--- src/lfctx_pkg.sv ---
// Shared constants, types and decode functions for the transmit flow control block.
package lfctx_pkg;
    localparam int DEF_BYTES = 4;
    localparam int NFC_CODE_W = 4;
    localparam int UFC_SIZE_W = 3;
    localparam int IDLE_CNT_W = 9;
    localparam int BEAT_CNT_W = 4;
    localparam int MAX_MSG_BYTES = 16;
    localparam logic [NFC_CODE_W-1:0] NFC_RESUME = 4'h0;
    localparam logic [NFC_CODE_W-1:0] NFC_MAX_FINITE = 4'h8;
    localparam logic [NFC_CODE_W-1:0] NFC_HALT = 4'hf;

    typedef enum logic [2:0] {
        LANE_IDLE,
        LANE_DATA,
        LANE_NFC,
        LANE_UFC_HDR,
        LANE_UFC_DATA
    } lfctx_lane_type;

    // Codes between the largest finite count and the halt code carry no meaning.
    function automatic logic code_reserved(input logic [NFC_CODE_W-1:0] c);
        code_reserved = (c > NFC_MAX_FINITE) && (c != NFC_HALT);
    endfunction

    // Finite idle counts double with each code step: code n asks for 2**n beats.
    function automatic logic [IDLE_CNT_W-1:0] idle_count(input logic [NFC_CODE_W-1:0] c);
        idle_count = '0;
        if (c != NFC_RESUME && c <= NFC_MAX_FINITE)
        begin
            idle_count = IDLE_CNT_W'(1) << c;
        end
    endfunction

    // Payload beats are the message length over the lane width, rounded up.
    function automatic logic [BEAT_CNT_W-1:0] ufc_beats(input logic [UFC_SIZE_W-1:0] ms, input int bytes);
        int len;
        len = 2 * (int'(ms) + 1);
        ufc_beats = BEAT_CNT_W'((len + bytes - 1) / bytes);
    endfunction
endpackage

--- src/lfctx_if.sv ---
// Interface joining the flow control core and the user application.
`timescale 1ns/1ps
interface lfctx_if #(parameter int BYTES = lfctx_pkg::DEF_BYTES);
    import lfctx_pkg::*;
    logic nfc_req;
    logic [NFC_CODE_W-1:0] idle_request_code;
    logic nfc_ack;
    logic ufc_req;
    logic [UFC_SIZE_W-1:0] ctrl_msg_size_code;
    logic ufc_ack;
    logic [BYTES*8-1:0] tx_tdata;
    logic tx_tvalid;
    logic tx_tlast;
    logic tx_tready;

    modport core (
        input nfc_req, idle_request_code, ufc_req, ctrl_msg_size_code,
        input tx_tdata, tx_tvalid, tx_tlast,
        output nfc_ack, ufc_ack, tx_tready
    );
    modport user (
        output nfc_req, idle_request_code, ufc_req, ctrl_msg_size_code,
        output tx_tdata, tx_tvalid, tx_tlast,
        input nfc_ack, ufc_ack, tx_tready
    );
endinterface

--- src/lfctx_core.sv ---
// Transmit flow control core: message insertion, partner throttling and lane output.
//
// Overview of operation
// - Flow control exists only on framing builds.
// - Idle code: resume, 2..256 beats, halt.
// - Halt sends no frame data until lifted; control and rate messages still go out.
// - User raises rate request with idle code.
// - User holds rate request until acknowledged.
// - No user data during a rate message.
// - Ready low the cycle after rate acknowledge.
// - Ready low until requested idles sent.
// - Completion mode throttles only between frames.
// - Control messages preempt frame data.
// - Size code gives length two(code+1) bytes.
// - User holds control request until acknowledged.
// - Payload starts cycle after control acknowledge.
// - Ready low while payload uses data bus.
// - Acknowledged control message runs uninterrupted.
// - User requests only with whole payload ready.
// - Payload beats: length over width, rounded up.
// - Header in acknowledge cycle, then payload beats.
// - Single-beat message drops ready two cycles.
`timescale 1ns/1ps
module lfctx_core #(
    parameter int BYTES = lfctx_pkg::DEF_BYTES,
    parameter bit FRAMING_IF = 1'b1
) (
    input wire logic i_clk,                                      // user clock
    input wire logic i_rst_b,                                    // async reset, active low
    lfctx_if.core bus,                                           // user transmit interface
    input wire logic i_completion_mode,                          // 1: throttle between frames only
    input wire logic i_rx_nfc_valid,                             // partner rate message arrived
    input wire logic [lfctx_pkg::NFC_CODE_W-1:0] i_rx_nfc_code,  // code of that message
    output lfctx_pkg::lfctx_lane_type o_lane_kind,               // kind of beat on the lane
    output logic [BYTES*8-1:0] o_lane_data,                      // lane beat content
    output logic o_lane_last,                                    // last data beat of a frame
    output logic o_halted                                        // partner halt in force
);
    import lfctx_pkg::*;

    logic nfc_ack;
    logic nfc_send;
    logic [NFC_CODE_W-1:0] nfc_code;
    logic ufc_ack;
    logic [BEAT_CNT_W-1:0] ufc_left;
    logic ufc_busy;
    logic next_nfc_ack;
    logic next_ufc_ack;
    logic in_frame;
    logic data_beat;
    logic pend_valid;
    logic [NFC_CODE_W-1:0] pend_code;
    logic apply_now;
    logic halt;
    logic [IDLE_CNT_W-1:0] idle_left;
    logic throttle;
    logic hold_gap;
    logic idle_beat;
    logic tready;

    assign ufc_busy = ufc_ack || (ufc_left != '0);
    assign throttle = halt || (idle_left != '0);

    // A control request wins over a rate request when both are pending.
    always_comb
    begin
        next_ufc_ack = FRAMING_IF && bus.ufc_req && !ufc_busy && !nfc_ack;
        next_nfc_ack = FRAMING_IF && bus.nfc_req && !nfc_ack && !nfc_send
            && !ufc_busy && !next_ufc_ack
            && !code_reserved(bus.idle_request_code);
    end

    always_ff @(posedge i_clk or negedge i_rst_b)
    begin
        if (!i_rst_b)
        begin
            nfc_ack <= 1'b0;
            nfc_send <= 1'b0;
            nfc_code <= '0;
        end
        else
        begin
            nfc_ack <= next_nfc_ack;
            nfc_send <= nfc_ack;
            if (next_nfc_ack)
            begin
                nfc_code <= bus.idle_request_code;
            end
        end
    end

    // Once acknowledged the beat counter runs down with nothing able to stop it.
    always_ff @(posedge i_clk or negedge i_rst_b)
    begin
        if (!i_rst_b)
        begin
            ufc_ack <= 1'b0;
            ufc_left <= '0;
        end
        else
        begin
            ufc_ack <= next_ufc_ack;
            if (ufc_ack)
            begin
                ufc_left <= ufc_beats(bus.ctrl_msg_size_code, BYTES);
            end
            else if (ufc_left != '0)
            begin
                ufc_left <= ufc_left - BEAT_CNT_W'(1);
            end
        end
    end

    assign data_beat = bus.tx_tvalid && tready;

    always_ff @(posedge i_clk or negedge i_rst_b)
    begin
        if (!i_rst_b)
        begin
            in_frame <= 1'b0;
        end
        else if (data_beat)
        begin
            in_frame <= !bus.tx_tlast;
        end
    end

    // Partner requests wait here; a newer request replaces an older pending one.
    assign apply_now = pend_valid && (!i_completion_mode || !in_frame);

    always_ff @(posedge i_clk or negedge i_rst_b)
    begin
        if (!i_rst_b)
        begin
            pend_valid <= 1'b0;
            pend_code <= '0;
        end
        else if (i_rx_nfc_valid && !code_reserved(i_rx_nfc_code))
        begin
            pend_valid <= 1'b1;
            pend_code <= i_rx_nfc_code;
        end
        else if (apply_now)
        begin
            pend_valid <= 1'b0;
        end
    end

    // Idles are counted only in beats that really go out as throttle idles.
    assign idle_beat = throttle && !ufc_busy && !nfc_send;

    always_ff @(posedge i_clk or negedge i_rst_b)
    begin
        if (!i_rst_b)
        begin
            halt <= 1'b0;
            idle_left <= '0;
        end
        else if (apply_now)
        begin
            halt <= (pend_code == NFC_HALT);
            idle_left <= idle_count(pend_code);
        end
        else if (idle_beat && idle_left != '0)
        begin
            idle_left <= idle_left - IDLE_CNT_W'(1);
        end
    end

    // In completion mode a new frame is held off so the pending idles land between frames.
    assign hold_gap = pend_valid && i_completion_mode && !in_frame;

    assign tready = FRAMING_IF && !ufc_busy && !nfc_send
        && !throttle && !hold_gap;
    assign bus.tx_tready = tready;
    assign bus.nfc_ack = nfc_ack;
    assign bus.ufc_ack = ufc_ack;
    assign o_halted = halt;

    always_ff @(posedge i_clk or negedge i_rst_b)
    begin
        if (!i_rst_b)
        begin
            o_lane_kind <= LANE_IDLE;
            o_lane_data <= '0;
            o_lane_last <= 1'b0;
        end
        else
        begin
            o_lane_last <= 1'b0;
            if (ufc_ack)
            begin
                o_lane_kind <= LANE_UFC_HDR;
                o_lane_data <= (BYTES*8)'(bus.ctrl_msg_size_code);
            end
            else if (ufc_left != '0)
            begin
                o_lane_kind <= LANE_UFC_DATA;
                o_lane_data <= bus.tx_tdata;
            end
            else if (nfc_send)
            begin
                o_lane_kind <= LANE_NFC;
                o_lane_data <= (BYTES*8)'(nfc_code);
            end
            else if (data_beat)
            begin
                o_lane_kind <= LANE_DATA;
                o_lane_data <= bus.tx_tdata;
                o_lane_last <= bus.tx_tlast;
            end
            else
            begin
                o_lane_kind <= LANE_IDLE;
                o_lane_data <= '0;
            end
        end
    end
endmodule

--- src/flat_wrapper.sv ---
// flat-port wrapper written by rule: the top's interface ports become plain ports
module lfctx_core_flat import lfctx_pkg::*;
#(
    parameter int BYTES = lfctx_pkg::DEF_BYTES,
    parameter bit FRAMING_IF = 1'b1
)
  (i_clk, i_rst_b, i_completion_mode, i_rx_nfc_valid, i_rx_nfc_code, o_lane_kind, o_lane_data, o_lane_last, o_halted, bus_nfc_req, bus_idle_request_code, bus_ufc_req, bus_ctrl_msg_size_code, bus_tx_tdata, bus_tx_tvalid, bus_tx_tlast, bus_nfc_ack, bus_ufc_ack, bus_tx_tready);
  lfctx_if #(.BYTES(BYTES)) bus_i ();
  input wire logic i_clk;
  input wire logic i_rst_b;
  input wire logic i_completion_mode;
  input wire logic i_rx_nfc_valid;
  input wire logic [lfctx_pkg::NFC_CODE_W-1:0] i_rx_nfc_code;
  output lfctx_pkg::lfctx_lane_type o_lane_kind;
  output logic [BYTES*8-1:0] o_lane_data;
  output logic o_lane_last;
  output logic o_halted;
  input wire logic [$bits(bus_i.nfc_req)-1:0] bus_nfc_req;
  input wire logic [$bits(bus_i.idle_request_code)-1:0] bus_idle_request_code;
  input wire logic [$bits(bus_i.ufc_req)-1:0] bus_ufc_req;
  input wire logic [$bits(bus_i.ctrl_msg_size_code)-1:0] bus_ctrl_msg_size_code;
  input wire logic [$bits(bus_i.tx_tdata)-1:0] bus_tx_tdata;
  input wire logic [$bits(bus_i.tx_tvalid)-1:0] bus_tx_tvalid;
  input wire logic [$bits(bus_i.tx_tlast)-1:0] bus_tx_tlast;
  output wire logic [$bits(bus_i.nfc_ack)-1:0] bus_nfc_ack;
  output wire logic [$bits(bus_i.ufc_ack)-1:0] bus_ufc_ack;
  output wire logic [$bits(bus_i.tx_tready)-1:0] bus_tx_tready;
  assign bus_i.nfc_req = bus_nfc_req;
  assign bus_i.idle_request_code = bus_idle_request_code;
  assign bus_i.ufc_req = bus_ufc_req;
  assign bus_i.ctrl_msg_size_code = bus_ctrl_msg_size_code;
  assign bus_i.tx_tdata = bus_tx_tdata;
  assign bus_i.tx_tvalid = bus_tx_tvalid;
  assign bus_i.tx_tlast = bus_tx_tlast;
  assign bus_nfc_ack = bus_i.nfc_ack;
  assign bus_ufc_ack = bus_i.ufc_ack;
  assign bus_tx_tready = bus_i.tx_tready;
  lfctx_core #(.BYTES(BYTES), .FRAMING_IF(FRAMING_IF)) u_core (.i_clk(i_clk), .i_rst_b(i_rst_b), .bus(bus_i), .i_completion_mode(i_completion_mode), .i_rx_nfc_valid(i_rx_nfc_valid), .i_rx_nfc_code(i_rx_nfc_code), .o_lane_kind(o_lane_kind), .o_lane_data(o_lane_data), .o_lane_last(o_lane_last), .o_halted(o_halted));
endmodule
--- config.mk ---
export PLATFORM = sky130hd
export DESIGN_NAME = lfctx_core_flat
export DESIGN_NICKNAME = d
export VERILOG_FILES = /design/src/lfctx_pkg.sv /design/src/lfctx_if.sv /design/src/lfctx_core.sv /design/src/flat_wrapper.sv
export SDC_FILE = /design/constraint.sdc
export NUM_CORES = 1
export LEC_CHECK = 0
export ABC_AREA = 1
export BUFFER_PORTS_ARGS = -buffer_cell sky130_fd_sc_hd__buf_2
export CORE_MARGIN = 8
export CORE_UTILIZATION = 55
export DETAILED_ROUTE_END_ITERATION = 6
export PLACE_DENSITY = 0.85
export SLEW_MARGIN = 20
export SYNTH_ARGS = -nofsm -noshare
export SYNTH_HDL_FRONTEND = slang
export SYNTH_SLANG_ARGS = --single-unit
--- constraint.sdc ---
create_clock -name i_clk -period 3.8 [get_ports i_clk]
set_input_delay 0.38 -clock i_clk [delete_from_list [all_inputs] [get_ports i_clk]]
set_output_delay 0.38 -clock i_clk [all_outputs]
set_load 0.1 [all_outputs]
# Word-level counts from Yosys, hierarchy flattened
# Index checks and enable logic that the tools add are counted.
# word_totals
output_inout_bits,40
latchBits,0
romBits,0
mem_count,0
regBits,63
in_bits,51
ramBits,0
word_cells,88
# op_classes
reduce_logical,42
n_eq_ne,3
div_mod_pow,0
magnitude_cmp,3
n_mux,19
add_sub_neg,6
n_shift,1
multipliers,0
n_bitwise,1
# op_table
operator,count
$mux 32,4
$add 32x4->32 const B,1
$sub 32x2->32 const B,1
$mux 9,3
$logic_and 1x1->1,21
$logic_not 1->1,11
$mux 3,3
$reduce_bool 9->1,1
$shl 1x4->9 const A,1
$sub 9x1->9 const B,1
$gt 4x4->1 const B,2
$mux 4,2
$ne 4x4->1 const B,2
$reduce_bool 4->1,2
$mux 1,7
$reduce_bool 2->1,3
$add 3x1->4 const B,1
$add 4x1->4,1
$eq 4x4->1 const B,1
$le 4x4->1 const B,1
$sub 4x1->4 const B,1
$logic_or 1x1->1,3
$reduce_or 2->1,1
$and 1x1->1,1

# Depth between registers and ports, before layout
# Gate-level depths: netlist (run 1).
# depth
ltp_word,11
ltp_mapped,12
ltp_nobuf,11

# Worst setup path before layout (run 1)
# Ideal clock, no wire load.
# synth_path
path_kind,reg-to-output
from,register u_core.ufc_ack (netlist: u_core.bus.ufc_ack)
to,output bus_tx_tready
path_buffers,0
stages_incl_launch_ff,5
t_arrival_ns,2.131
slack_ns,1.289
cell_sequence,dfrtp_1 -> clkinv_2 -> nand3_2 -> nor2_4 -> and3_1
# synth_via
elab_chain_len,5
# synth_rtl
element,line_no,rtl
"start, declared",lfctx_core.sv:44,logic ufc_ack;
"start signal, assigned",lfctx_core.sv:102,ufc_ack <= next_ufc_ack;
$logic_or 1x1->1,lfctx_core.sv:61,assign ufc_busy = ufc_ack || (ufc_left != '0);
$logic_not 1->1,lfctx_core.sv:173,assign tready = FRAMING_IF && !ufc_busy && !nfc_send
$logic_and 1x1->1,lfctx_core.sv:173,
$logic_and 1x1->1 (2 in series),lfctx_core.sv:174,&& !throttle && !hold_gap;
"end, declared",flat_wrapper.sv:27,output wire logic [$bits(bus_i.tx_tready)-1:0] bus_tx_tready;
# No other way between the ends.

# Worst setup path in the final report (run 1)
# layout_path
from,register u_core.ufc_left[0]
to,output bus_tx_tready
# layout_via
elab_chain_len,6
# layout_rtl
element,line_no,rtl
"start, declared",lfctx_core.sv:45,logic [BEAT_CNT_W-1:0] ufc_left;
"start signal, assigned",lfctx_core.sv:105,"ufc_left <= ufc_beats(bus.ctrl_msg_size_code, BYTES);"
"start signal, assigned",lfctx_core.sv:109,ufc_left <= ufc_left - BEAT_CNT_W'(1);
$reduce_bool 4->1,lfctx_core.sv:61,
$logic_or 1x1->1,lfctx_core.sv:61,
$logic_not 1->1,lfctx_core.sv:173,
$logic_and 1x1->1,lfctx_core.sv:173,
$logic_and 1x1->1 (2 in series),lfctx_core.sv:174,
# No other way between the ends.

==> results.txt, run 1 <==
* Largest stage delay on the critical path: 0.43 ns
* Sequential area share after synthesis: 53.6%
- Global routing used 17.3% of the available tracks across all layers.
* Area growth from synthesis to layout: 25.0%
- Clock skew: 0.00799 ns
* Number of max-cap violations: 0
- The synthesized design devotes to its leading area cell type 53.6% of total area.
- Number of placement rows: 26
- The first global-routing pass estimated 10300 µm of wire.
- In the synthesized netlist, the number of instances is 307.
- Adding up every negative setup slack in the final design gives 0 ns.
- Number of DRC violations after detailed routing: 0
- Summed over all instances, the cell type with the most area after synthesis is dfrtp_1.
* Count of vias placed by the detailed router: 2288
- Vias in the first global route: 2301
* #FFs+latches synth: 63
- Most area-consuming cells after synthesis: dfrtp_1 54%, nor2_4 9.2%, inv_1 7.8%
- Most common cell after layout, fill and taps aside: buf_2
- Layout cell share with drive strength beyond 1: 34.2%
- The worst path uses 62.5% of the clock period.
* Overall overflow remaining after global route: 0
* Run status: completed
- In this run the power density over the cells is 953 nW/µm².
- The detail route stage leaves a number of antenna-violating nets equal to 0.
- Summed over all cells, the static leakage comes to 2.00 nW.
- For this run, the number of Yosys warnings is 0.
* Iteration count of the initial detailed-routing pass: 4
- Clk_lat worst skew: 0.34 ns
* Switching portion of total power: 52.4%
- Fmax achieved: 421 MHz
- Cell Chain, Critical Path: inv_1 -> ha_1 -> nand3_2 -> nor2_4 -> and3_1 -> buf_2
* Req. time, crit path: 3.42 ns
- The analysis attributes to net switching a power of 1.84 mW.
* Root buffer cell: clkbuf_8
- A synthesized cell averages 9.59 µm².
- On the critical path, the stage with the largest delay is an instance of buf_2.
- Maximum fanout encountered on the critical timing path: 6
- Mapped Nets: 363
- Drt first-iter violations: 95
* Max-slew headroom: 49.0%
* Nets: 460
* Unrepaired setup endpoints after global routing: false
- Power comes to 3.50 mW.
- Sequential cells burn 28.4% of the power.
- Worst supply voltage drop on vdd: 0.627 mV
- The max-slew violation count came to 0.
- Number of hold violations in the final report: 0
- Of the total power, the clock network draws 20.1%.
- TritonCTS built the clock tree.
- Hold bufs inserted after CTS: 0
- Die Wd: 89.1 µm
- Pin placement for this block handled 91 I/O pins.
* Post-synthesis cell area: 2940 µm²
* Detail Placement HPWL: 4790 µm
- The floorplan step defined a core boundary enclosing 5140 µm².
- Critical path type: flop to output pin
- In the layout the commonest cells are 90 x buf_2, 63 x dfrtp_1, 61 x inv_1.
* Setup-violating endpoint count in the final report: 0
- Initial core utilization: 57.3%
- Vias per inst: 4.78
* Post-placement cell area: 3430 µm²
* Diodes inserted: 0
- The count of buffers added on input and output ports is 90.
- STA classifies the critical path startpoint as a flop.
- Worst-Margin Slew: 0.765 ns
* Number of H-tree branching levels: 3
* Depth of the worst register-to-register path: 6
- At the end of routability-driven placement, the weighted congestion stood at 0.871.
- The worst path in the final design needs a cycle of 2.38 ns, including I/O delays and setup.
- In the post-route analysis, the smallest setup slack over all paths is 1.42 ns.
- Total wirelength of the detailed-routed design: 6230 µm
* Relative contribution of combinational cells to total power: 51.5%
* Num CTS Buffers: 9
* Die Outline Area: 7950 µm²
- Distinct cell type count after synthesis: 31
- The number of antenna violations at the first check in global routing was 0.
* Class of the worst hold path: input port to async pin
- Dividing the detail-routed wire length by the instance count gives 13.0 µm.
- Clock transition at path regs: 0.07 ns
* Internal Dissipation: 1.67 mW
- CTS Buffer Depth: 2
- At the placement stage, the worst setup path has a slack of 1.79 ns.
- Clk sink count: 63
- After clock tree synthesis, the setup repair step added 0 buffers.
* Die Y: 89.1 µm
- Gates resized during post-CTS repair numbered 0.
- STA puts the critical path data arrival time at 2.00 ns.
- Critical Path End Type: output pin
* Pin count of the biggest net entering global routing: 64
* Final Cell Area: 3680 µm²
## routing by layer
metal | GRT usage (%) | up-vias | part of all wire [%]
li1 | - | 1145 | -
met1 | 18.6 | 1061 | 40
met2 | 28.3 | 72 | 48
met3 | 7.17 | 10 | 9.4
met4 | 9.52 | 0 | 1.9
met5 | 0 | - | 0
## worst max-delay path, delay by kind of cell (launching register included)
kind | cells | cell delay, ns
flops | 1 | 0.41
fa+ha+maj | 1 | 0.19
buf+inv | 2 | 0.53
simple gates | 3 | 0.53
## power by group through the flow
stage | Clock (mW) | Combinational, mW | Sequential, mW
2_1_floorplan | 0 | 0.655 | 1.88
3_3_place_gp | 0 | 1.77 | 0.995
3_5_place_dp | 0 | 1.81 | 1.01
4_1_cts | 0.719 | 1.82 | 0.995
5_1_grt | 0.747 | 1.92 | 1.02
6_report | 0.705 | 1.80 | 0.995
## metrics by stage
stage	utilization [%]	hold WS, ns	cells
2_1_floorplan	-	0.0844	307
3_3_place_gp	66.8	0.416	463
3_5_place_dp	66.8	0.413	463
4_1_cts	71.6	0.226	479
5_1_grt	71.6	0.220	479
6_report	71.6	0.195	479
## kinds of logic after synthesis
group                      Yosys count  synth area share (%)
AOI/OAI and AO/OA                   35                  6.80
adders and majority gates            5                  2.13
xor gates and xnor gates             2                 0.595
and+or+nand+nor                    134                  27.0
DFF                                 63                  53.6
buffers and inverters               68                  9.91
## flip-flops by register name (all words and copies together), names as in the netlist, 3 cells and up
register / flops
u_core.idle_left: 9
u_core.nfc_code: 4
u_core.o_lane_data: 32
u_core.o_lane_kind: 3
u_core.pend_code: 4
u_core.ufc_left: 4
## final cells by class
type	instances	area [µm²]
clock buffers	9	124
clock inverters	7	120
fillers	421	1460
inverters	63	238
multi-input cells	176	1070
flip-flops and latches	63	1580
well taps	70	87.6
repair buffers	91	458
## synth_stat cells
cell type and instances:
nand4_1 2, nor2_4 24, o21ai_0 17, dfrtp_1 63, nand4_4 1, ha_1 5
xnor2_1 2, nor2_1 25, clkbuf_1 1, clkinv_2 1, nand3_1 26, buf_2 2
nor2_2 1, o221ai_1 2, and3_1 1, inv_1 61, o21ai_1 4, nand3_2 1
nand2_8 1, o21bai_1 1, o211ai_1 2, o31ai_1 3, clkinv_1 1, buf_12 2
nor3b_1 1, nand2_2 2, nand2_4 2, a31oi_1 2, nor3_1 4, a21oi_1 4
nand2_1 43
## worst paths after layout
path | start | endpoint | slack (ns)
worst min-delay path | i_rst_b | u_core.o_lane_data[24] | 0.20
worst max-delay path | u_core.ufc_left[0] | bus_tx_tready | 1.42
min in group i_clk | bus_tx_tdata[6] | u_core.o_lane_data[6] | 0.25
max in group asynchronous | i_rst_b | u_core.idle_left[7] | 3.09
worst min register to register | u_core.bus.nfc_ack | u_core.nfc_send | 0.43
worst max register to register | u_core.in_frame | u_core.idle_left[3] | 1.94
No activity file was read; power rests on OpenSTA's default activity.
==> run 2, diff against run 1 <==
CORE_UTILIZATION = 46   (was 55)
PLACE_DENSITY = 0.76   (was 0.85)
clock period = 2.1 ns   (was 3.8 ns; I/O delays follow)
==> results.txt, run 2 (synthesis gave the netlist of run 1 again) <==
- The minimum setup slack in the final design came to 0.113 ns (-1.31 ns).
- Total wirelength of the detailed-routed design: 6480 µm (+4.1%)
* Setup-violating endpoint count in the final report: 0 (unchanged)
- Count of vias placed by the detailed router: 2347 (+2.6%)
- Area of all sequential standard cells: 1580 µm² (about the same)
* Slowest cell on the critical path: dfrtp_1
- Arrival time reported for the critical path endpoint: 1.78 ns (-0.22 ns)
- The global routing stage identified its most utilized layer as met2.
* Tcrit/Tclk final: 94.6%
- The clock latency on the worst-skew pair is 0.34 ns (about the same).
- The maximum number of pins on one net before global-route repair was 29 (-55%).
* Post-layout util: 59.2% (-12 points)
- The core region area is 6280 µm² (+22%).
- Registers with the most flip-flops: u_core.o_lane_data: 32 flops, u_core.idle_left: 9 flops
* Post-CTS Resized: 0 (unchanged)
- The cell count along the critical path came to 6 (unchanged).
* Last weighted congestion value of the routability-driven placer: 0.862 (-1.1%)
- The floorplan row count is 29 (+12%).
* Most common cell after layout, fill and taps aside: buf_2
- Commonest cells after routing, fill and taps aside: 89 x buf_2, 62 x dfrtp_1, 61 x inv_1
* Pre-CTS setup slack: 0.298 ns (-1.49 ns)
* Clock transition at path regs: 0.07 ns (about the same)
- Hold path start: bus_tx_tdata[6]
- Power spent charging and discharging nets: 3.30 mW (+79%)
- Die Y: 96.0 µm (+7.7%)
- The global routing usage on met2 came to 24.4% (-3.9 points).
- The starting density of the core came to 46.9% (-10 points).
- Number of H-tree branching levels: 3 (unchanged)
- Clock skew: 0.00973 ns (+0.00174 ns)
- The total global routing track utilization came to 15.0% (-2.3 points).
* Num CTS Buffers: 9 (unchanged)
* Depth of the worst register-to-register path: 8 (+2)
- The reg2reg setup slack is 0.31 ns (-1.63 ns).
- Number of hold violations in the final report: 0 (unchanged)
* Max reg flops: 32 (unchanged)
- The multi-input combinational cell area came to 1080 µm² (+0.12%).
* Crit path time final: 1.99 ns
- Layout cell share with drive strength beyond 1: 35.1% (+0.87 points)
* CP top delay family: simple AND/OR/NAND/NOR gates
- Static timing analysis puts the maximum clock frequency at 503 MHz.
- Largest stage delay on the critical path: 0.41 ns (-0.02 ns)
- Traced cell by cell, the critical path runs through inv_1 -> ha_1 -> nand3_2 -> nor2_4 -> and3_2 -> buf_12.
- The post-detailed-route via-to-cell ratio came to 4.76 (-0.33%).
- Register name with the most flops: u_core.o_lane_data
- The worst register-to-register path begins at u_core.ufc_left[0].
- Crit path launch type: flop
- Maximum fanout encountered on the critical timing path: 6 (unchanged)
* CTS Buffer Depth: 2 (unchanged)
- The worst hold path passes through 3 cells.
- Die Outline Area: 9210 µm² (+16%)
- Worst-Margin Slew: 0.504 ns (-0.261 ns)
- The number of search-and-repair iterations in the first detailed-routing pass is 5 (+1).
- The final-layout setup total negative slack came to 0 ns (unchanged).
- The maximum vdd drop was 1.02 mV (+63%).
- Run status: completed
* Class of the worst hold path: input port to flop
- Clk sink count: 63 (unchanged)
* Number of nets with antenna violations after detailed routing: 0 (unchanged)
- Share of total power in sequential cells: 29.5% (+1.1 points)
* Detail Placement HPWL: 5090 µm (+6.3%)
- The horizontal die dimension is 96.0 µm (+7.7%).
- For hold timing, the worst endpoint is u_core.o_lane_data[6].
- Relative contribution of combinational cells to total power: 53.5% (+2.0 points)
* Port buffer count: 90 (unchanged)
- The design internal power came to 2.85 mW (+71%).
- The endpoint identified for the worst register-to-register timing path is u_core.o_lane_data[10].
- Nets: 467 (+1.5%)
- Req. time, crit path: 1.89 ns (-1.53 ns)
- Wire length of the first global-routing pass: 10700 µm (+3.3%)
* Diodes inserted: 0 (unchanged)
* Number of DRC violations after detailed routing: 0 (unchanged)
- By startpoint and endpoint, the worst setup path is classified as flop to output pin.
- Unrepaired setup endpoints after global routing: false
- The root buffer cell chosen for the clock tree is clkbuf_8.
* Total power per unit cell area: 1650 nW/µm² (+73%)
- Initial antenna violation count: 0 (unchanged)
- STA classifies the critical path endpoint as an output pin.
- Average wire per standard cell: 13.2 µm (+1.1%)
- The reported leakage power was 2.01 nW (+0.48%).
* Met3 Use GR: 5.07% (-2.1 points)
* Boundary pin count: 91 (unchanged)
* Filler cells: 559 (+33%)
* Clock Power Share: 16.9% (-3.2 points)
- Number of max-cap violations: 0 (unchanged)
- Max-slew headroom: 66.6% (+18 points)
- Area growth from synthesis to layout: 26.3%
* GR Layer Usage met1: 16.5% (-2.1 points)
- Switching portion of total power: 53.7% (+1.2 points)
- The buffering stage count on the worst path with inverters included came to 2 (unchanged).
- The first-iteration detailed-routing DRC count was 126 (+33%).
- TritonCTS built the clock tree.
- Overall overflow remaining after global route: 0 (unchanged)
- Vias in the first global route: 2442 (+6.1%)
- The max-slew violation count came to 0 (unchanged).
[run 2: cell count changes in the layout (fill, tap and decap cells not counted), sizes merged]
| cell | previous run | this run |
|---|---|---|
| clkbuf | 9 | 12 |
| dlygate4sd3 | 0 | 1 |
| buf | 91 | 97 |
| inv | 62 | 61 |
| bufinv | 3 | 1 |
[run 2: worst register-to-register path: cells and delay by family, from the launching register on]
family	cells	cell delay, ns
buffers and inverters	1	0.09
and+or+nand+nor	6	1.03
DFF	1	0.41
adders and majority gates	1	0.18
[run 2: layer usage]
layer	vias up	wire, µm
li1	1161	-
met1	1093	2550
met2	78	3220
met3	15	537
met4	0	180
met5	-	0
[run 2: worst max path at each step]
stage | from | end | slack [ns]
after floorplan | u_core.bus.ufc_ack | bus_tx_tready | 0.27
after global placement | u_core.ufc_left[0] | u_core.o_lane_data[10] | 0.40
after CTS | u_core.ufc_left[0] | bus_tx_tready | 0.10
after detailed placement | u_core.idle_left[0] | u_core.o_lane_data[31] | 0.30
after global routing | u_core.ufc_left[0] | bus_tx_tready | 0.005
final | u_core.ufc_left[0] | bus_tx_tready | 0.11
[run 2: repair_timing]
action | in CTS | in global routing
endpoints found under the hold margin | 18 | 0
buffers inserted | 0 | 2
hold buffers | 1 | 0
endpoints found under the setup margin | 0 | 1
[run 2: power groups by stage]
stage | registers (mW) | logic [mW] | clock network, mW
global placement | 1.82 | 3.23 | 0
global route | 1.85 | 3.51 | 1.14
finish | 1.81 | 3.29 | 1.04
floorplan | 3.41 | 1.19 | 0
CTS | 1.81 | 3.29 | 1.07
detailed placement | 1.83 | 3.29 | 0
[run 2: final cells by class]
class | instances | share of cell area (%)
clock buffer | 12 | 3.91
clock inverter | 4 | 1.48
inverter | 63 | 6.40
tap | 77 | 2.59
timing repair buffer | 98 | 14.2
sequential | 63 | 42.5
multi-input combinational | 176 | 29.0
[run 2: metrics by stage]
stage	area, µm²	total power, mW	instances	hold slack [ns]
finish	3720	6.14	493	0.0777
global route	3720	6.50	493	0.0786
CTS	3700	6.18	491	0.0661
detailed placement	3490	5.12	474	0.181
global placement	3490	5.04	474	0.169
floorplan	2950	4.60	307	-0.0856
